### config.mk
export PLATFORM = sky130hd
export DESIGN_NAME = flash_program_erase_control
export DESIGN_NICKNAME = d
export VERILOG_FILES = /design/src/flash_pkg.sv /design/src/flash_program_erase_control.sv
export SDC_FILE = /design/constraint.sdc
export NUM_CORES = 1
export LEC_CHECK = 0
export CAP_MARGIN = 15
export CORE_MARGIN = 2
export CORE_UTILIZATION = 57
export DETAILED_ROUTE_END_ITERATION = 10
export DONT_BUFFER_PORTS = 1
export PLACE_DENSITY_LB_ADDON = 0.2
export SYNTH_ARGS = -nofsm -noshare
export SYNTH_HDL_FRONTEND = slang
export SYNTH_SLANG_ARGS = --single-unit
export TNS_END_PERCENT = 10
### constraint.sdc
create_clock -name sys_clk -period 2.1 [get_ports sys_clk]
set_input_delay 0.105 -clock sys_clk [delete_from_list [all_inputs] [get_ports sys_clk]]
set_output_delay 0.105 -clock sys_clk [all_outputs]
set_load 0.1 [all_outputs]
### src/flash_pkg.sv
// Shared constants for the flash program/erase control block
package flash_pkg;
  // Register addresses on the byte-wide register port
  localparam logic [7:0] ADDR_CODE_CTRL = 8'h00;
  localparam logic [7:0] ADDR_PROG_SEL = 8'h01;
  localparam logic [7:0] ADDR_ERASE_SEL = 8'h02;
  localparam logic [7:0] ADDR_UNLOCK = 8'h03;
  localparam logic [7:0] ADDR_ARRAY_SEL = 8'h04;
  localparam logic [7:0] ADDR_DL_DEST = 8'h05;
  localparam logic [7:0] ADDR_RAM_EMU = 8'h06;
  localparam logic [7:0] ADDR_MODE_STAT = 8'h07;
  localparam logic [7:0] ADDR_INT_STATUS = 8'h08;
  localparam logic [7:0] ADDR_INT_CLEAR = 8'h09;
  localparam logic [7:0] ADDR_INT_ENABLE = 8'h0A;

  // Code control/status field positions
  localparam int CCS_REQ_BIT = 0;
  localparam int CCS_ERR_BIT = 4;
  localparam int CCS_ONE_BIT = 7;

  // Interrupt field positions
  localparam int INT_DL_DONE_BIT = 0;
  localparam int INT_ERR_BIT = 1;

  // Reset values, unlock code and boot mode pin code
  localparam logic [7:0] RESET_BYTE = 8'h00;
  localparam logic [1:0] RESET_INT = 2'h0;
  localparam logic [7:0] UNLOCK_CODE = 8'hA5;
  localparam logic [2:0] BOOT_MODE_CODE = 3'h4;

  // Timing
  localparam int CLK_PERIOD_NS = 40;
  localparam int DOWNLOAD_TIME_NS = 2000;
  localparam int DOWNLOAD_CYCLES =
    (DOWNLOAD_TIME_NS + CLK_PERIOD_NS - 1) / CLK_PERIOD_NS;
  localparam logic [7:0] DOWNLOAD_LAST = 8'(DOWNLOAD_CYCLES - 1);

  // Download sequencer states
  typedef enum logic [1:0] {
    ST_IDLE = 2'b01,
    ST_COPY = 2'b10
  } dl_state_t;
endpackage

### src/flash_program_erase_control.sv
// Flash program/erase control: byte registers, download, error protect
//
// Function
// - Interface registers are byte wide, byte access
// - Power-on reset restores every register value
// - Bit 7 reads one, reserved bits zero
// - Bit 4 error flag sets on fault
// - Error flag blocks further program and erase
// - Bit 0 write starts routine download
// - Boot mode uses dedicated serial pin pair
// - Interrupt, read, sleep, bus grant during program/erase raise error
// - Request bit clears when copy completes
//
// Register map, byte offsets
// 00 code control/status: bit 7 one, bit 4 error, bit 0 request
// 01 program routine select
// 02 erase routine select
// 03 unlock code
// 04 array select
// 05 download destination
// 06 RAM emulation, nonzero means on
// 07 mode status: bit 3 boot mode, bits 2:0 synced pins
// 08 interrupt status, read only
// 09 interrupt clear, write one to clear
// 0A interrupt enable
// Interrupt bit 0 download done, bit 1 error flag set
`timescale 1ns/1ps
module flash_program_erase_control
  import flash_pkg::*;
(
  input wire logic sys_clk,
  input wire logic rst,
  input wire logic [7:0] reg_addr,
  input wire logic [7:0] reg_wdata,
  input wire logic reg_wr,
  input wire logic reg_rd,
  output logic [7:0] reg_rdata,
  input wire logic pe_active,
  input wire logic cpu_irq_taken,
  input wire logic flash_read,
  input wire logic sleep_exec,
  input wire logic other_master_grant,
  input wire logic [2:0] mode_select_pins,
  output logic boot_mode,
  output logic boot_serial_tx,
  input wire logic boot_serial_rx,
  input wire logic boot_tx_data,
  output logic boot_rx_data,
  output logic download_active,
  output logic download_erase_routine,
  output logic [7:0] download_dest,
  output logic pe_permit,
  output logic error_protect,
  output logic [7:0] array_select,
  output logic ram_emulation_on,
  output logic irq
);

  ////////////////////////////////////////////////////////////////////
  // Registers
  logic [7:0] program_routine_select_reg;
  logic [7:0] erase_routine_select_reg;
  logic [7:0] unlock_code_reg;
  logic [7:0] array_select_reg;
  logic [7:0] download_destination_reg;
  logic [7:0] ram_emulation_reg;
  logic flash_error_flag_reg;
  logic flash_error_flag_next;
  logic dl_req_reg;
  logic dl_req_next;
  dl_state_t state_reg;
  dl_state_t state_next;
  logic [7:0] dl_count_reg;
  logic [7:0] dl_count_next;
  logic [1:0] int_status_reg;
  logic [1:0] int_status_next;
  logic [1:0] int_enable_reg;
  logic [7:0] rdata_reg;
  logic [7:0] rdata_next;
  logic [2:0] mode_meta_reg;
  logic [2:0] mode_sync_reg;
  logic rx_meta_reg;
  logic rx_sync_reg;
  logic tx_reg;

  ////////////////////////////////////////////////////////////////////
  // Address decode, byte-only port
  // Read-only and unmapped offsets get no write strobe
  wire wr_code_ctrl = reg_wr && (reg_addr == ADDR_CODE_CTRL);
  wire wr_prog_sel = reg_wr && (reg_addr == ADDR_PROG_SEL);
  wire wr_erase_sel = reg_wr && (reg_addr == ADDR_ERASE_SEL);
  wire wr_unlock = reg_wr && (reg_addr == ADDR_UNLOCK);
  wire wr_array_sel = reg_wr && (reg_addr == ADDR_ARRAY_SEL);
  wire wr_dl_dest = reg_wr && (reg_addr == ADDR_DL_DEST);
  wire wr_ram_emu = reg_wr && (reg_addr == ADDR_RAM_EMU);
  wire wr_int_clear = reg_wr && (reg_addr == ADDR_INT_CLEAR);
  wire wr_int_enable = reg_wr && (reg_addr == ADDR_INT_ENABLE);

  ////////////////////////////////////////////////////////////////////
  // Download request qualification
  // Request is honoured only unlocked, emulation off, no error;
  // otherwise the write is dropped so a stray write cannot swap
  // the array out from under running code.
  wire unlocked = (unlock_code_reg == UNLOCK_CODE);
  wire emu_off = (ram_emulation_reg == RESET_BYTE);
  wire req_written = wr_code_ctrl && reg_wdata[CCS_REQ_BIT];
  wire dl_start = req_written && (state_reg == ST_IDLE) &&
                  unlocked && emu_off && !flash_error_flag_reg;
  wire dl_done = (state_reg == ST_COPY) &&
                 (dl_count_reg == DOWNLOAD_LAST);

  // Fault sources only count while a program/erase is running
  // Sources are same-clock strobes, so no synchroniser here
  wire fault_src = cpu_irq_taken || flash_read || sleep_exec ||
                   other_master_grant;
  wire fault = pe_active && fault_src;

  ////////////////////////////////////////////////////////////////////
  // Download sequencer
  // Count runs 0 to DOWNLOAD_LAST, one cycle per step of the copy
  always_comb begin
    state_next = state_reg;
    dl_count_next = dl_count_reg;
    unique case (state_reg)
      ST_IDLE: begin
        dl_count_next = RESET_BYTE;
        if (dl_start) begin
          state_next = ST_COPY;
        end
      end
      ST_COPY: begin
        dl_count_next = dl_count_reg + 8'h01;
        if (dl_done) begin
          state_next = ST_IDLE;
          dl_count_next = RESET_BYTE;
        end
      end
      // Illegal one-hot codes fall back to idle
      default: begin
        state_next = ST_IDLE;
        dl_count_next = RESET_BYTE;
      end
    endcase
  end

  // Request bit follows the copy; software cannot clear it early
  // Writing zero while copying has no effect
  always_comb begin
    dl_req_next = dl_req_reg;
    if (dl_start) begin
      dl_req_next = 1'b1;
    end else if (dl_done) begin
      dl_req_next = 1'b0;
    end
  end

  // Error flag: set by faults only, no write path, reset clears
  // A stray write must never drop protection mid-operation
  always_comb begin
    flash_error_flag_next = flash_error_flag_reg;
    if (fault) begin
      flash_error_flag_next = 1'b1;
    end
  end

  ////////////////////////////////////////////////////////////////////
  // Interrupt status: hardware set wins over software clear
  // Clear first, then merge events; error bit only on first set
  wire [1:0] int_set = {fault && !flash_error_flag_reg, dl_done};
  always_comb begin
    int_status_next = int_status_reg;
    if (wr_int_clear) begin
      int_status_next = int_status_reg & ~reg_wdata[1:0];
    end
    int_status_next = int_status_next | int_set;
  end

  ////////////////////////////////////////////////////////////////////
  // Read mux, data one cycle after the strobe
  // Zero outside a read cycle keeps the port quiet between reads
  wire [7:0] code_ctrl_view;
  assign code_ctrl_view = {1'b1, 2'b00, flash_error_flag_reg,
                           3'b000, dl_req_reg};
  always_comb begin
    rdata_next = RESET_BYTE;
    if (reg_rd) begin
      unique case (reg_addr)
        ADDR_CODE_CTRL: rdata_next = code_ctrl_view;
        ADDR_PROG_SEL: rdata_next = program_routine_select_reg;
        ADDR_ERASE_SEL: rdata_next = erase_routine_select_reg;
        ADDR_UNLOCK: rdata_next = unlock_code_reg;
        ADDR_ARRAY_SEL: rdata_next = array_select_reg;
        ADDR_DL_DEST: rdata_next = download_destination_reg;
        ADDR_RAM_EMU: rdata_next = ram_emulation_reg;
        ADDR_MODE_STAT: rdata_next = {4'h0, boot_mode, mode_sync_reg};
        ADDR_INT_STATUS: rdata_next = {6'h00, int_status_reg};
        ADDR_INT_ENABLE: rdata_next = {6'h00, int_enable_reg};
        default: rdata_next = RESET_BYTE; // Unmapped reads zero
      endcase
    end
  end

  ////////////////////////////////////////////////////////////////////
  // Software-written registers
  // Whole bytes only; there are no narrower write lanes
  always_ff @(posedge sys_clk or posedge rst) begin
    if (rst) begin
      program_routine_select_reg <= RESET_BYTE;
      erase_routine_select_reg <= RESET_BYTE;
      unlock_code_reg <= RESET_BYTE;
      array_select_reg <= RESET_BYTE;
      download_destination_reg <= RESET_BYTE;
      ram_emulation_reg <= RESET_BYTE;
      int_enable_reg <= RESET_INT;
    end else begin
      if (wr_prog_sel) program_routine_select_reg <= reg_wdata;
      if (wr_erase_sel) erase_routine_select_reg <= reg_wdata;
      if (wr_unlock) unlock_code_reg <= reg_wdata;
      if (wr_array_sel) array_select_reg <= reg_wdata;
      if (wr_dl_dest) download_destination_reg <= reg_wdata;
      if (wr_ram_emu) ram_emulation_reg <= reg_wdata;
      if (wr_int_enable) int_enable_reg <= reg_wdata[1:0];
    end
  end

  // Status, sequencer and read data
  // Flag and sequencer reset together so no copy survives reset
  always_ff @(posedge sys_clk or posedge rst) begin
    if (rst) begin
      flash_error_flag_reg <= 1'b0;
      dl_req_reg <= 1'b0;
      state_reg <= ST_IDLE;
      dl_count_reg <= RESET_BYTE;
      int_status_reg <= RESET_INT;
      rdata_reg <= RESET_BYTE;
    end else begin
      flash_error_flag_reg <= flash_error_flag_next;
      dl_req_reg <= dl_req_next;
      state_reg <= state_next;
      dl_count_reg <= dl_count_next;
      int_status_reg <= int_status_next;
      rdata_reg <= rdata_next;
    end
  end

  ////////////////////////////////////////////////////////////////////
  // Pin synchronisers; second stage alone feeds logic
  // Receive line resets to its idle high, so no false start bit
  always_ff @(posedge sys_clk or posedge rst) begin
    if (rst) begin
      mode_meta_reg <= 3'h0;
      mode_sync_reg <= 3'h0;
      rx_meta_reg <= 1'b1;
      rx_sync_reg <= 1'b1;
    end else begin
      mode_meta_reg <= mode_select_pins;
      mode_sync_reg <= mode_meta_reg;
      rx_meta_reg <= boot_serial_rx;
      rx_sync_reg <= rx_meta_reg;
    end
  end

  // Serial line idles high outside boot mode
  always_ff @(posedge sys_clk or posedge rst) begin
    if (rst) begin
      tx_reg <= 1'b1;
    end else begin
      tx_reg <= boot_mode ? boot_tx_data : 1'b1;
    end
  end

  ////////////////////////////////////////////////////////////////////
  // Outputs
  // Boot pins
  assign boot_mode = (mode_sync_reg == BOOT_MODE_CODE);
  assign boot_serial_tx = tx_reg;
  assign boot_rx_data = boot_mode ? rx_sync_reg : 1'b1;
  // Register port
  assign reg_rdata = rdata_reg;
  // Copy engine control
  assign download_active = (state_reg == ST_COPY);
  assign download_erase_routine =
    (erase_routine_select_reg != RESET_BYTE);
  assign download_dest = download_destination_reg;
  // Protect state holds until a power-on reset
  assign error_protect = flash_error_flag_reg;
  assign pe_permit = unlocked && !flash_error_flag_reg;
  // Array and emulation control
  assign array_select = array_select_reg;
  assign ram_emulation_on = !emu_off;
  // Level interrupt, high while an enabled bit stands
  assign irq = |(int_status_reg & int_enable_reg);

endmodule

# Word-level counts from Yosys, hierarchy flattened
# Cells that the tools add are included.
# word_totals
reg_bits,81
inputBits,30
out_inout_bits,33
elab_cells,81
# classes
addsub,1
n_eq_ne,17
muxes,12
n_bitwise,4
n_reduce_logical,29
# op_table
cell,n
$pmux 8 s10,1
$eq 8x3->1 const B,4
$eq 8x4->1 const B,3
$mux 8,3
$logic_and 1x1->1,18
$eq 8x2->1 const B,2
$logic_not 8->1,2
$add 8x1->8 const B,1
$eq 8x1->1 const B,1
$eq 8x6->1 const B,1
$eq 8x8->1 const B,1
$reduce_bool 8->1,1
$mux 2,3
$and 2x2->2,2
$mux 1,4
$pmux 2 s2,1
$eq 3x3->1 const B,1
$logic_or 1x1->1,3
$eq 2x1->1 const B,1
$eq 2x2->1 const B,1
$logic_not 1->1,2
$ne 2x1->1 const B,1
$ne 2x2->1 const B,1
$not 2->2,1
other kinds (4),4

# Longest topological paths before layout
# Gate-level depths: netlist of run 1.
# logic_depth
depth_word,9
mapped_depth,7
mapped_depth_nobuf,6

# Worst setup path after synthesis of run 1
# OpenSTA, ideal clock, no wires.
# synth_path
kind,reg2reg
start,"register flash_error_flag_reg, in the netlist error_protect"
end,register state_reg[1]
setup_time_ns,0.062
t_arrival_ns,4.768
required_ns,2.038
setup_slack_ns,-2.731
path_stages_with_launch,5
n_path_buf,0
synth_period_minus_slack_ns,4.831
cell_sequence,dfrtp_1 -> nand4bb_1 -> nor4_1 -> and4bb_2 -> or2_2
# synth_via
elab_chain_len,4
# synth_lines
element,line,rtl
from (decl),flash_program_erase_control.sv:67,logic flash_error_flag_reg;
from (signal assigned),flash_program_erase_control.sv:237,flash_error_flag_reg <= flash_error_flag_next;
$logic_not 1->1,flash_program_erase_control.sv:108,unlocked && emu_off && !flash_error_flag_reg;
$logic_and 1x1->1,flash_program_erase_control.sv:108,
$ne 2x2->1 (no line),n/a,
$reduce_and 2->1 (no line),n/a,
to (signal assigned),flash_program_erase_control.sv:239,state_reg <= state_next;
to (decl),flash_program_erase_control.sv:71,dl_state_t state_reg;
# Every way passes these cells.
# A chain may end at the register's enable or synchronous reset.

# Final worst setup path of run 1
# layout_path
start,register dl_count_reg[1]
end,register dl_count_reg[4]
# layout_via
elab_chain_len,4
elab_cells_between_ends,5
classes_between,add/sub: 1; eq/ne: 1; mux: 2; reduce/logical: 1
# layout_lines
element,line,rtl
from (decl),flash_program_erase_control.sv:73,logic [7:0] dl_count_reg;
from (signal assigned),flash_program_erase_control.sv:240,dl_count_reg <= dl_count_next;
"parallel branches: the longest is 2 deep, another holds $add 8x1->8",n/a,
$mux 8 *,flash_program_erase_control.sv:133,if (dl_done) begin
$mux 8 *,flash_program_erase_control.sv:124,unique case (state_reg)
net dl_count_next[4],flash_program_erase_control.sv:74,logic [7:0] dl_count_next;
# Mark *: on every way through the listed nets, which the timed path passes.

==> results of run 1 <==
## power by group
part / internal [mW] / total (mW) / switching, mW
sequential: 1.62 / 1.67 / 0.0500
combinational: 0.158 / 0.491 / 0.333
clock: 0.858 / 1.43 / 0.568
## how the worst min path moves through the flow
stage,endpoint,cells past startpoint
after global routing,reg_rdata[1]$_DFF_PP0_,3
after floorplan,rx_meta_reg$_DFF_PP1_,0
after CTS,reg_rdata[1]$_DFF_PP0_,3
after global placement,mode_sync_reg[1]$_DFF_PP0_,1
final,reg_rdata[3]$_DFF_PP0_,3
after detailed placement,mode_sync_reg[1]$_DFF_PP0_,1
## critical path, stage by stage, from the launching register on
cell and delay (ns):
sky130_fd_sc_hd__dfrtp_1 0.41, sky130_fd_sc_hd__inv_1 0.06, sky130_fd_sc_hd__ha_1 0.13, sky130_fd_sc_hd__or4b_1 0.42, sky130_fd_sc_hd__nor3_1 0.33, sky130_fd_sc_hd__nand2b_1 0.34
sky130_fd_sc_hd__nor2_1 0.09
## stage by stage
stage          instance area [µm²]  TNS, ns  hold WS (ns)
6_report                      4580        0        0.0188
5_1_grt                       4580        0        0.0331
4_1_cts                       4580        0       0.00471
3_5_place_dp                  4090        0      -0.00119
3_3_place_gp                  4090        0      -0.00175
2_1_floorplan                 3820    -7.17         0.109
## cell families after synthesis
logic type	count (synthesis)	synth area share (%)
compound gates	40	7.39
xor+xnor	6	1.39
fa+ha+maj	2	0.663
buf+inv	17	2.32
flops	81	53.8
mux	63	20.4
simple gates	86	14.0
## cells in the mapped netlist (2+ instances only)
cell type | count | area, µm²
sky130_fd_sc_hd__o2bb2ai_1 | 2 | 17.5
sky130_fd_sc_hd__dfstp_2 | 4 | 105
sky130_fd_sc_hd__mux2_4 | 16 | 240
sky130_fd_sc_hd__a22oi_1 | 3 | 22.5
sky130_fd_sc_hd__nor2_1 | 14 | 52.6
sky130_fd_sc_hd__xor2_1 | 3 | 26.3
sky130_fd_sc_hd__nor3_1 | 4 | 20.0
sky130_fd_sc_hd__buf_6 | 2 | 22.5
sky130_fd_sc_hd__xnor2_1 | 3 | 26.3
sky130_fd_sc_hd__and3_1 | 5 | 31.3
sky130_fd_sc_hd__a22o_1 | 7 | 61.3
sky130_fd_sc_hd__mux2i_1 | 9 | 90.1
sky130_fd_sc_hd__buf_2 | 7 | 35.0
sky130_fd_sc_hd__nor2_2 | 2 | 12.5
sky130_fd_sc_hd__mux2_2 | 37 | 417
sky130_fd_sc_hd__o22a_1 | 2 | 17.5
sky130_fd_sc_hd__nor2b_1 | 10 | 62.6
sky130_fd_sc_hd__buf_1 | 2 | 7.51
sky130_fd_sc_hd__nor4_1 | 5 | 31.3
sky130_fd_sc_hd__nand3b_1 | 4 | 30.0
sky130_fd_sc_hd__nand2b_1 | 6 | 37.5
sky130_fd_sc_hd__o21ai_0 | 7 | 35.0
sky130_fd_sc_hd__a221o_1 | 3 | 30.0
sky130_fd_sc_hd__nand3_1 | 6 | 30.0
sky130_fd_sc_hd__ha_1 | 2 | 25.0
sky130_fd_sc_hd__a21oi_1 | 10 | 50.1
sky130_fd_sc_hd__nand2_1 | 13 | 48.8
sky130_fd_sc_hd__inv_1 | 5 | 18.8
sky130_fd_sc_hd__or3_1 | 2 | 12.5
sky130_fd_sc_hd__dfrtp_1 | 77 | 1930
## cell usage in the layout (no fill, tap or decap), types with 3 or more instances in the layout
| cell type | netlist | layout |
|---|---|---|
| sky130_fd_sc_hd__a21oi_1 | 10 | 10 |
| sky130_fd_sc_hd__a221o_1 | 3 | 3 |
| sky130_fd_sc_hd__a22o_1 | 7 | 7 |
| sky130_fd_sc_hd__a22oi_1 | 3 | 3 |
| sky130_fd_sc_hd__and3_1 | 5 | 5 |
| sky130_fd_sc_hd__buf_4 | 0 | 29 |
| sky130_fd_sc_hd__bufinv_16 | 0 | 3 |
| sky130_fd_sc_hd__clkbuf_8 | 0 | 11 |
| sky130_fd_sc_hd__dfrtp_1 | 77 | 76 |
| sky130_fd_sc_hd__dfstp_2 | 4 | 4 |
| sky130_fd_sc_hd__dlygate4sd3_1 | 0 | 23 |
| sky130_fd_sc_hd__inv_1 | 5 | 4 |
| sky130_fd_sc_hd__mux2_2 | 37 | 37 |
| sky130_fd_sc_hd__mux2_4 | 16 | 16 |
| sky130_fd_sc_hd__mux2i_1 | 9 | 9 |
| sky130_fd_sc_hd__nand2_1 | 13 | 13 |
| sky130_fd_sc_hd__nand2b_1 | 6 | 5 |
| sky130_fd_sc_hd__nand3_1 | 6 | 6 |
| sky130_fd_sc_hd__nand3b_1 | 4 | 4 |
| sky130_fd_sc_hd__nor2_1 | 14 | 14 |
| sky130_fd_sc_hd__nor2b_1 | 10 | 9 |
| sky130_fd_sc_hd__nor3_1 | 4 | 4 |
| sky130_fd_sc_hd__nor4_1 | 5 | 4 |
| sky130_fd_sc_hd__o21ai_0 | 7 | 7 |
| sky130_fd_sc_hd__xnor2_1 | 3 | 3 |
| sky130_fd_sc_hd__xor2_1 | 3 | 3 |
## metal layers
metal,wire [µm],part of all wire (%)
met5,0,0
met2,4190,46
met4,233,2.6
met3,571,6.3
met1,4050,45
## area by class of cell
class | instances | area share, %
clock buffer | 12 | 3.39
clock inverter | 4 | 2.16
inverter | 5 | 0.438
multi-input combinational | 197 | 37.2
sequential | 81 | 44.4
tap | 77 | 2.11
timing repair buffer | 53 | 10.2
## timing repair
action / in CTS / in global routing
endpoints found under the hold margin: 124 / 0
setup buffers: 0 / 0
hold buffers: 23 / 0
==> impl_summary.txt, run 1 <==
----------------------------------------------------
[Timing]
  Period utilisation layout ... between 90% and 100%
  Setup repair after global routing missed its margin ... false
  Final min period ... around 1.9 ns
  Headroom to the max-slew limit ... 41.7%
  Hold violation total from the final report ... 0
  Achievable clock frequency ... 526 MHz
  Final setup vio count ... 0
  Tightest Pin Transition ... 0.875 ns
  Setup slack after layout ... 0.201 ns
  Worst Clk Skew ... 0.00897 ns
  Number of slew-limit violations in the final report ... 0

[Die]
  Floorplan die height ... 85.4 µm
  Number of I/O pins ... 63
  Placement row count ... 29
  Initial standard-cell utilization of the core ... 59.1%
  DIE AREA ... 7290 µm²
  Area of the core ... 6390 µm²
  Die W ... 85.4 µm

[Placed design]
  Detail Placement HPWL ... between 5000 and 6000 µm
  # port buffers ... 0
  Gp weighted congestion ... 0.862
  DP Cell Count ... a little under 400
  Pre-CTS setup slack ... between 0.2 and 0.25 ns

[Global route]
  Maximum number of pins on one net before global-route repair ... 36
  Number of global-route vias before repair ... 2,634
  Total global routing track utilization ... 26.4%
  Number of antenna violations at the first check in global routing ... 0
  Busiest layer in global routing ... met1
  GRT met2 Usage ... 38.4%
  Global route total overflow ... 0
  Global-route wire length before repair ... approximately 14,000 µm
  Met1 track utilization from global routing ... 38.8%
  Met3 track demand over resource ... 4.57%

[Clock network]
  Number of buffers created by CTS ... 9
  Clock tree root buffer cell ... sky130_fd_sc_hd__clkbuf_8
  TritonCTS sink count ... 81
  Bufs on Longest Clock Path ... 2
  Post-CTS Resized ... 0
  Clock latency of the later-clocked register in the worst-skew pair ... 0.36 ns
  Clock-pin slew on the worst setup and hold paths ... 0.08 ns
  H-Tree Depth ... 3
  TritonCTS clock tree ... built

[Logic synthesis]
  Number of library cell types mapped by synthesis ... 53
  EDFF count, synth ... 0
  Ys async rst share ... 100%
  Mapped Cells ... about 300
  Number of synthesized register bits ... 81
  Post-Syn Area per Cell ... 12.8 µm²
  Dominant register cell in the synthesized netlist ... sky130_fd_sc_hd__dfrtp_1
  Share of synthesized area occupied by flip-flops and latches ... a little over half
  Synth warn ... 0
  Netlist area before placement ... 3780 µm²
  Post-Synthesis Net Count ... 327

[Power]
  Maximum ir drop on the vdd rail ... a little under 0.0005 V
  Cell Pwr Density ... 783 nW/µm²
  Overall power consumption ... 3.58 mW
  Reported leakage power ... approximately 2.1 nW

[Routing]
  Count of antenna-violating nets left after detailed routing ... 0
  Avg Vias per Cell ... around 6.1
  Routed Wire Length ... a little over 9000 µm
  First-pass iteration count of the detailed router ... 4
  DRC violation count after routing ... 0
  Routed via count ... 2,610
  Average wire length per cell after detail routing ... roughly 21 µm
  Number of DRC markers after the initial detailed-route iteration ... about 200

[Worst setup path]
  Critical Path Fanout Max ... 8
  Timing startpoint of the critical path ... dl_count_reg[1]$_DFF_PP0_
  Critical path endpoint ... dl_count_reg[4]$_DFF_PP0_
  Critical Path Sink Type ... flip-flop
  Worst Path Arrival ... ~2.1 ns
  Endpoint of the lowest-slack register-to-register path ... dl_count_reg[4]$_DFF_PP0_
  R2R Setup Slk ... 0.20 ns
  Sort of element at the start of the critical path ... flip-flop
  Number of cells on the worst reg-to-reg path ... 6
  Required time of the critical path ... 2.33 ns
  Reg-to-Reg Start ... dl_count_reg[1]$_DFF_PP0_
  Critical path type ... reg -> reg

[Finish]
  Layout area overhead ... 21.2%
  Multi-input gate area in the final layout ... 1700 µm²
  Filler Cell Count ... about 440
  Antenna cells ... 0
  Core utilization of the finished layout ... 71.6%
  Sequential cell area ... 2030 µm²
  Final nets ... 379
  Non-filler instance count after layout ... between 400 and 500
  Fraction of layout cells with a size suffix above 1 ... 34.1%

[Flow run]
  Max capacitance violation total ... 0

[Min path]
  Launch instance of the worst min-delay path ... reg_addr[0]
  Class of the worst hold path ... in -> reg

[Status]
  Outcome ... finished, final reports clean

----------------------------------------------------
(Power assumes the default switching activity.)
==> inputs of run 2 (changes only) <==
--- a/config.mk
+++ b/config.mk
@@ -6,8 +6,10 @@
 export NUM_CORES = 1
 export LEC_CHECK = 0
 export CAP_MARGIN = 15
+export CELL_PAD_IN_SITES_DETAIL_PLACEMENT = 0
+export CELL_PAD_IN_SITES_GLOBAL_PLACEMENT = 1
 export CORE_MARGIN = 2
-export CORE_UTILIZATION = 57
+export CORE_UTILIZATION = 46
 export DETAILED_ROUTE_END_ITERATION = 10
 export DONT_BUFFER_PORTS = 1
 export PLACE_DENSITY_LB_ADDON = 0.2
==> run 2 against run 1 <==
Utilization down 15 points. Register-to-register slack better by 0.03 ns. Via count down 2.6%.
==> impl_summary.txt, run 2 (synthesis results as in run 1) <==
----------------------------------------------------
[Status]
  Outcome ... finished, final reports clean (unchanged)

[Finish]
  Fraction of layout cells with a size suffix above 1 ... 33.3% (was 34.1%)
  Final nets ... 379 (unchanged)
  Most common library cell in the layout ignoring fill and taps ... sky130_fd_sc_hd__dfrtp_1 (unchanged)
  Non-filler instance count after layout ... 456 (was 429)
  Multi-input gate area in the final layout ... 1700 µm² (unchanged)
  Core utilization of the finished layout ... 56.3% (was 71.6%)
  Layout area overhead ... 20.6% (was 21.2%)
  Sequential cell area ... 2030 µm² (unchanged)
  Filler Cell Count ... 686 (was 439)
  Antenna cells ... 0 (unchanged)
  Non-Filler Cell Area, Final ... 4560 µm² (was 4580 µm²)
  Highest-count cells in the layout ignoring fill and taps ... sky130_fd_sc_hd__dfrtp_1, sky130_fd_sc_hd__mux2_2, sky130_fd_sc_hd__buf_4, sky130_fd_sc_hd__dlygate4sd3_1, sky130_fd_sc_hd__mux2_4 (unchanged)

[Clock network]
  TritonCTS clock tree ... built (unchanged)
  Clock latency of the later-clocked register in the worst-skew pair ... 0.36 ns (about the same)
  H-Tree Depth ... 3 (unchanged)
  Clock tree root buffer cell ... sky130_fd_sc_hd__clkbuf_8 (unchanged)
  Bufs on Longest Clock Path ... 2 (unchanged)
  Number of buffers created by CTS ... 9 (unchanged)
  Clock-pin slew on the worst setup and hold paths ... 0.08 ns (about the same)
  TritonCTS sink count ... 81 (unchanged)

[Power]
  Cell Pwr Density ... 728 nW/µm² (was 783 nW/µm²)
  Reported leakage power ... 2.12 nW (was 2.15 nW)
  Maximum ir drop on the vdd rail ... 0.000323 V (was 0.000493 V)

[Placed design]
  Placement Cell Area ... 4120 µm² (was 4090 µm²)
  Detail Placement HPWL ... 6050 µm (was 5900 µm)
  # port buffers ... 0 (unchanged)
  DP Cell Count ... 417 (was 390)
  Gp weighted congestion ... 0.820 (was 0.862)

[Global route]
  Global-route wire length before repair ... 14,700 µm (was 14,400 µm)
  Global route total overflow ... 0 (unchanged)
  Maximum number of pins on one net before global-route repair ... 43 (was 36)
  Total global routing track utilization ... 22.4% (was 26.4%)
  Number of global-route vias before repair ... 2,607 (was 2,634)
  Number of antenna violations at the first check in global routing ... 0 (unchanged)

[Worst setup path]
  Required time of the critical path ... 2.33 ns (about the same)
  Standard cell with the maximum stage delay on the critical path ... sky130_fd_sc_hd__or4b_1 (unchanged)
  Critical Path Sink Type ... flip-flop (unchanged)
  Buffer and inverter count on the worst path ... 1 (unchanged)
  Sort of element at the start of the critical path ... flip-flop (unchanged)
  Slowest Stage Delay on Critical Path ... 0.42 ns (about the same)
  Worst Path Arrival ... 2.09 ns (was 2.13 ns)
  Top Family by Delay on Critical Path ... simple AND/OR/NAND/NOR gates (unchanged)
  Critical Path Fanout Max ... 8 (unchanged)
  R2R Setup Slk ... 0.23 ns (was 0.20 ns)
  Critical path type ... reg -> reg (unchanged)
  Cell breakdown of the critical path ... inv_1 > ha_1 > or4b_1 > nor3_1 > nand2b_1 > nor2_1 (unchanged)

[Die]
  DIE AREA ... 8950 µm² (was 7290 µm²)
  Initial standard-cell utilization of the core ... 46.7% (was 59.1%)
  Die W ... 94.6 µm (was 85.4 µm)
  Placement row count ... 33 (was 29)
  Area of the core ... 8090 µm² (was 6390 µm²)
  Floorplan die height ... 94.6 µm (was 85.4 µm)
  Number of I/O pins ... 63 (unchanged)

[Routing]
  Routed via count ... 2,541 (was 2,610)
  Avg Vias per Cell ... 5.57 (was 6.08)
  Number of DRC markers after the initial detailed-route iteration ... 153 (was 202)
  First-pass iteration count of the detailed router ... 4 (unchanged)
  DRC violation count after routing ... 0 (unchanged)
  Average wire length per cell after detail routing ... 20.1 µm (was 21.1 µm)
  Routed Wire Length ... 9180 µm (was 9050 µm)
  Count of antenna-violating nets left after detailed routing ... 0 (unchanged)

[Timing]
  Final setup vio count ... 0 (unchanged)
  Tightest Pin Transition ... 0.873 ns (was 0.875 ns)
  Setup TNS after final layout ... 0 ns (unchanged)
  Period utilisation layout ... 88.8% (was 90.4%)
  Number of slew-limit violations in the final report ... 0 (unchanged)
  Headroom to the max-slew limit ... 41.8% (was 41.7%)
  Worst Clk Skew ... 0.0156 ns (was 0.00897 ns)
  Setup repair after global routing missed its margin ... false (unchanged)
  Hold violation total from the final report ... 0 (unchanged)
  Achievable clock frequency ... 536 MHz (was 526 MHz)
  Worst hold slack ... 0.0195 ns (was 0.0188 ns)
  Final min period ... 1.87 ns (was 1.90 ns)

[Min path]
  Class of the worst hold path ... in -> reg (unchanged)

[Flow run]
  Max capacitance violation total ... 0 (unchanged)

----------------------------------------------------
==> run 2: layer usage <==
layer	GRT usage, %	part of all wire (%)	vias up
li1	-	-	1174
met1	31.9	46	1282
met2	33.2	46	71
met3	5.27	5.5	14
met4	8.57	1.8	0
met5	0	0	-
==> run 2: final timing paths <==
path | from | endpoint | depth (start not counted)
setup / recovery | dl_count_reg[1]$_DFF_PP0_ | dl_count_reg[2]$_DFF_PP0_ | 6
hold / removal | reg_addr[1] | reg_rdata[4]$_DFF_PP0_ | 3
setup reg to reg | dl_count_reg[1]$_DFF_PP0_ | dl_count_reg[2]$_DFF_PP0_ | 6
hold reg to reg | mode_meta_reg[2]$_DFF_PP0_ | mode_sync_reg[2]$_DFF_PP0_ | 0
max in group asynchronous | rst | boot_serial_tx$_DFF_PP1_ | 3
min in group asynchronous | rst | mode_meta_reg[1]$_DFF_PP0_ | 2
==> run 2: tightest hold or removal path: stages <==
cell	delay, ns
sky130_fd_sc_hd__inv_1	0.08
sky130_fd_sc_hd__nand2_1	0.08
sky130_fd_sc_hd__a21oi_1	0.06
==> run 2: cell type report <==
| class | count | share of cell area [%] |
|---|---|---|
| multi-input cells | 197 | 37.4 |
| clock inverters | 2 | 0.824 |
| flip-flops and latches | 81 | 44.6 |
| well taps | 105 | 2.88 |
| clock buffers | 13 | 3.49 |
| repair buffers | 53 | 10.3 |
| inverters | 5 | 0.439 |
==> run 2: timing repair <==
| item | 4_1_cts | 5_1_grt |
|---|---|---|
| hold buffers | 24 | 0 |
| resized for setup | 0 | 0 |
| buffers inserted | 0 | 0 |
| hold endpoints to repair | 104 | 0 |
==> run 2: metrics by stage <==
stage | power (mW) | worst slack [ns]
after global placement | 2.14 | 0.301
after CTS | 3.35 | 0.214
final | 3.31 | 0.235
after detailed placement | 2.14 | 0.217
after floorplan | 2.06 | -0.340
after global routing | 3.44 | 0.0607
==> run 2: where the power goes <==
| part | internal [mW] | total [mW] | switching [mW] | leakage (nW) |
|---|---|---|---|---|
| Sequential | 1.62 | 1.67 | 0.0505 | 1.09 |
| Clock | 0.610 | 1.15 | 0.544 | 0.0957 |
| Combinational | 0.160 | 0.493 | 0.333 | 0.938 |
==> inputs of run 3 (changes only) <==
--- a/config.mk
+++ b/config.mk
@@ -9,7 +9,8 @@
 export CELL_PAD_IN_SITES_DETAIL_PLACEMENT = 0
 export CELL_PAD_IN_SITES_GLOBAL_PLACEMENT = 1
 export CORE_MARGIN = 2
-export CORE_UTILIZATION = 46
+export CORE_UTILIZATION = 48
+export CTS_BUF_LIST = sky130_fd_sc_hd__clkbuf_8
 export DETAILED_ROUTE_END_ITERATION = 10
 export DONT_BUFFER_PORTS = 1
 export PLACE_DENSITY_LB_ADDON = 0.2
==> run 3 against run 2 <==
Worst hold slack better by 0.0083 ns. Cell count up 0.66%. Clock power up 11%. Critical path type unchanged. Largest cell class unchanged. Highest routed layer unchanged.
==> impl_summary.txt, run 3 (synthesis results as in run 1) <==
----------------------------------------------------
[Global route]
  Total global routing track utilization ... 23.2% (was 22.4%)
  Global route total overflow ... 0 (unchanged)
  Maximum number of pins on one net before global-route repair ... 41 (was 43)
  Number of global-route vias before repair ... 2,664 (was 2,607)
  Number of antenna violations at the first check in global routing ... 0 (unchanged)
  Global-route wire length before repair ... 14,800 µm (was 14,700 µm)

[Finish]
  Final nets ... 384 (was 379)
  Core utilization of the finished layout ... 60.0% (was 56.3%)
  Most common library cell in the layout ignoring fill and taps ... sky130_fd_sc_hd__dfrtp_1 (unchanged)
  Layout area overhead ... 22.2% (was 20.6%)
  Non-Filler Cell Area, Final ... 4610 µm² (was 4560 µm²)
  Antenna cells ... 0 (unchanged)
  Highest-count cells in the layout ignoring fill and taps ... sky130_fd_sc_hd__dfrtp_1, sky130_fd_sc_hd__mux2_2, sky130_fd_sc_hd__buf_4, sky130_fd_sc_hd__dlygate4sd3_1, sky130_fd_sc_hd__mux2_4 (unchanged)
  Non-filler instance count after layout ... 459 (was 456)
  Fraction of layout cells with a size suffix above 1 ... 34.5% (was 33.3%)

[Worst setup path]
  Cell breakdown of the critical path ... inv_1 > ha_1 > or4b_1 > nor3_1 > nand2b_1 > nor2_1 (unchanged)
  Sort of element at the start of the critical path ... flip-flop (unchanged)
  Critical path type ... reg -> reg (unchanged)
  Slowest Stage Delay on Critical Path ... 0.42 ns (about the same)
  Buffer and inverter count on the worst path ... 1 (unchanged)
  Top Family by Delay on Critical Path ... simple AND/OR/NAND/NOR gates (unchanged)
  R2R Setup Slk ... 0.20 ns (was 0.23 ns)
  Standard cell with the maximum stage delay on the critical path ... sky130_fd_sc_hd__or4b_1 (unchanged)
  Critical Path Sink Type ... flip-flop (unchanged)
  Worst Path Arrival ... 2.13 ns (was 2.09 ns)
  Required time of the critical path ... 2.33 ns (about the same)
  Critical Path Fanout Max ... 8 (unchanged)

[Die]
  Number of I/O pins ... 63 (unchanged)
  Placement row count ... 32 (was 33)
  Floorplan die height ... 92.7 µm (was 94.6 µm)
  Area of the core ... 7690 µm² (was 8090 µm²)
  DIE AREA ... 8590 µm² (was 8950 µm²)
  Die W ... 92.7 µm (was 94.6 µm)
  Initial standard-cell utilization of the core ... 49.1% (was 46.7%)

[Timing]
  Worst Clk Skew ... 0.00497 ns (was 0.0156 ns)
  Final setup vio count ... 0 (unchanged)
  Setup repair after global routing missed its margin ... false (unchanged)
  Headroom to the max-slew limit ... 42.1% (was 41.8%)
  Hold violation total from the final report ... 0 (unchanged)
  Final min period ... 1.90 ns (was 1.87 ns)
  Achievable clock frequency ... 527 MHz (was 536 MHz)
  Setup TNS after final layout ... 0 ns (unchanged)
  Worst hold slack ... 0.0278 ns (was 0.0195 ns)
  Tightest Pin Transition ... 0.869 ns (was 0.873 ns)
  Period utilisation layout ... 90.4% (was 88.8%)
  Number of slew-limit violations in the final report ... 0 (unchanged)

[Power]
  Cell Pwr Density ... 745 nW/µm² (was 728 nW/µm²)
  Reported leakage power ... 2.17 nW (was 2.12 nW)
  Maximum ir drop on the vdd rail ... 0.000399 V (was 0.000323 V)

[Clock network]
  Number of buffers created by CTS ... 9 (unchanged)
  Bufs on Longest Clock Path ... 2 (unchanged)
  TritonCTS clock tree ... built (unchanged)
  Setup fix buffers added after clock tree synthesis ... 0 (unchanged)
  Clock tree root buffer cell ... sky130_fd_sc_hd__clkbuf_8 (unchanged)
  Clock-pin slew on the worst setup and hold paths ... 0.08 ns (about the same)
  Clock latency of the later-clocked register in the worst-skew pair ... 0.35 ns (was 0.36 ns)
  TritonCTS sink count ... 81 (unchanged)
  H-Tree Depth ... 3 (unchanged)

[Routing]
  Routed via count ... 2,544 (was 2,541)
  Avg Vias per Cell ... 5.54 (was 5.57)
  Number of DRC markers after the initial detailed-route iteration ... 94 (was 153)
  Count of antenna-violating nets left after detailed routing ... 0 (unchanged)
  First-pass iteration count of the detailed router ... 4 (unchanged)
  Average wire length per cell after detail routing ... 20.0 µm (was 20.1 µm)
  Routed Wire Length ... 9200 µm (was 9180 µm)
  DRC violation count after routing ... 0 (unchanged)

[Placed design]
  Placement Cell Area ... 4160 µm² (was 4120 µm²)
  Detail Placement HPWL ... 6170 µm (was 6050 µm)
  Gp weighted congestion ... 0.793 (was 0.820)
  DP Cell Count ... 420 (was 417)
  # port buffers ... 0 (unchanged)

[Flow run]
  Max capacitance violation total ... 0 (unchanged)

[Min path]
  Class of the worst hold path ... in -> reg (unchanged)

[Status]
  Outcome ... finished, final reports clean (unchanged)

----------------------------------------------------
[run 3: changes by cell type in the layout (fill, tap and decap cells not counted), sizes merged]
cell / delta
buf: +6
bufinv: +1
clkbuf: -2
clkinvlp: -1
dlygate4sd3: -1
inv: +3
[run 3: what timing repair did]
action                                 in CTS  in global routing
resized for setup                           0                  0
hold buffers                               23                  0
endpoints found under the hold margin     125                  0
[run 3: cell type report]
type / count / area, µm²
Clock buffer: 11 / 151
Clock inverter: 5 / 71.3
Fill cell: 657 / 3070
Inverter: 5 / 20.0
Multi-Input combinational cell: 197 / 1700
Sequential cell: 81 / 2030
Tap cell: 102 / 128
Timing Repair Buffer: 58 / 505
[run 3: worst paths after layout]
path / start / endpoint / depth (start not counted)
min in group asynchronous: rst / mode_sync_reg[1]$_DFF_PP0_ / 2
max in group asynchronous: rst / state_reg[0]$_DFFE_PP1P_ / 3
worst max register to register: dl_count_reg[1]$_DFF_PP0_ / dl_count_reg[3]$_DFF_PP0_ / 6
worst max-delay path: dl_count_reg[1]$_DFF_PP0_ / dl_count_reg[3]$_DFF_PP0_ / 6
worst min register to register: mode_meta_reg[2]$_DFF_PP0_ / mode_sync_reg[2]$_DFF_PP0_ / 0
worst min-delay path: reg_addr[0] / reg_rdata[3]$_DFF_PP0_ / 3
[run 3: per-stage QoR]
stage | setup WS [ns] | power (mW)
after CTS | 0.186 | 3.47
after global placement | 0.300 | 2.14
after detailed placement | 0.197 | 2.14
after floorplan | -0.340 | 2.06
final | 0.202 | 3.44
after global routing | 0.0170 | 3.57
[run 3: worst register-to-register path, delay by kind of cell, from the launching register on]
family,cells,cell delay (ns)
and+or+nand+nor,4,1.19
DFF,1,0.40
buffers and inverters,1,0.07
adders and majority gates,1,0.12
[run 3: layer usage]
metal	share of wire [%]	track usage, %	vias to the layer above
li1	-	-	1189
met1	45	32.2	1271
met2	46	35.3	71
met3	6.5	6.27	13
met4	1.9	8.33	0
met5	0	0	-
[run 3: power by group]
group	total, mW	internal [mW]	switching (mW)
logic	0.495	0.159	0.336
registers	1.66	1.62	0.0468
clock network	1.28	0.723	0.557
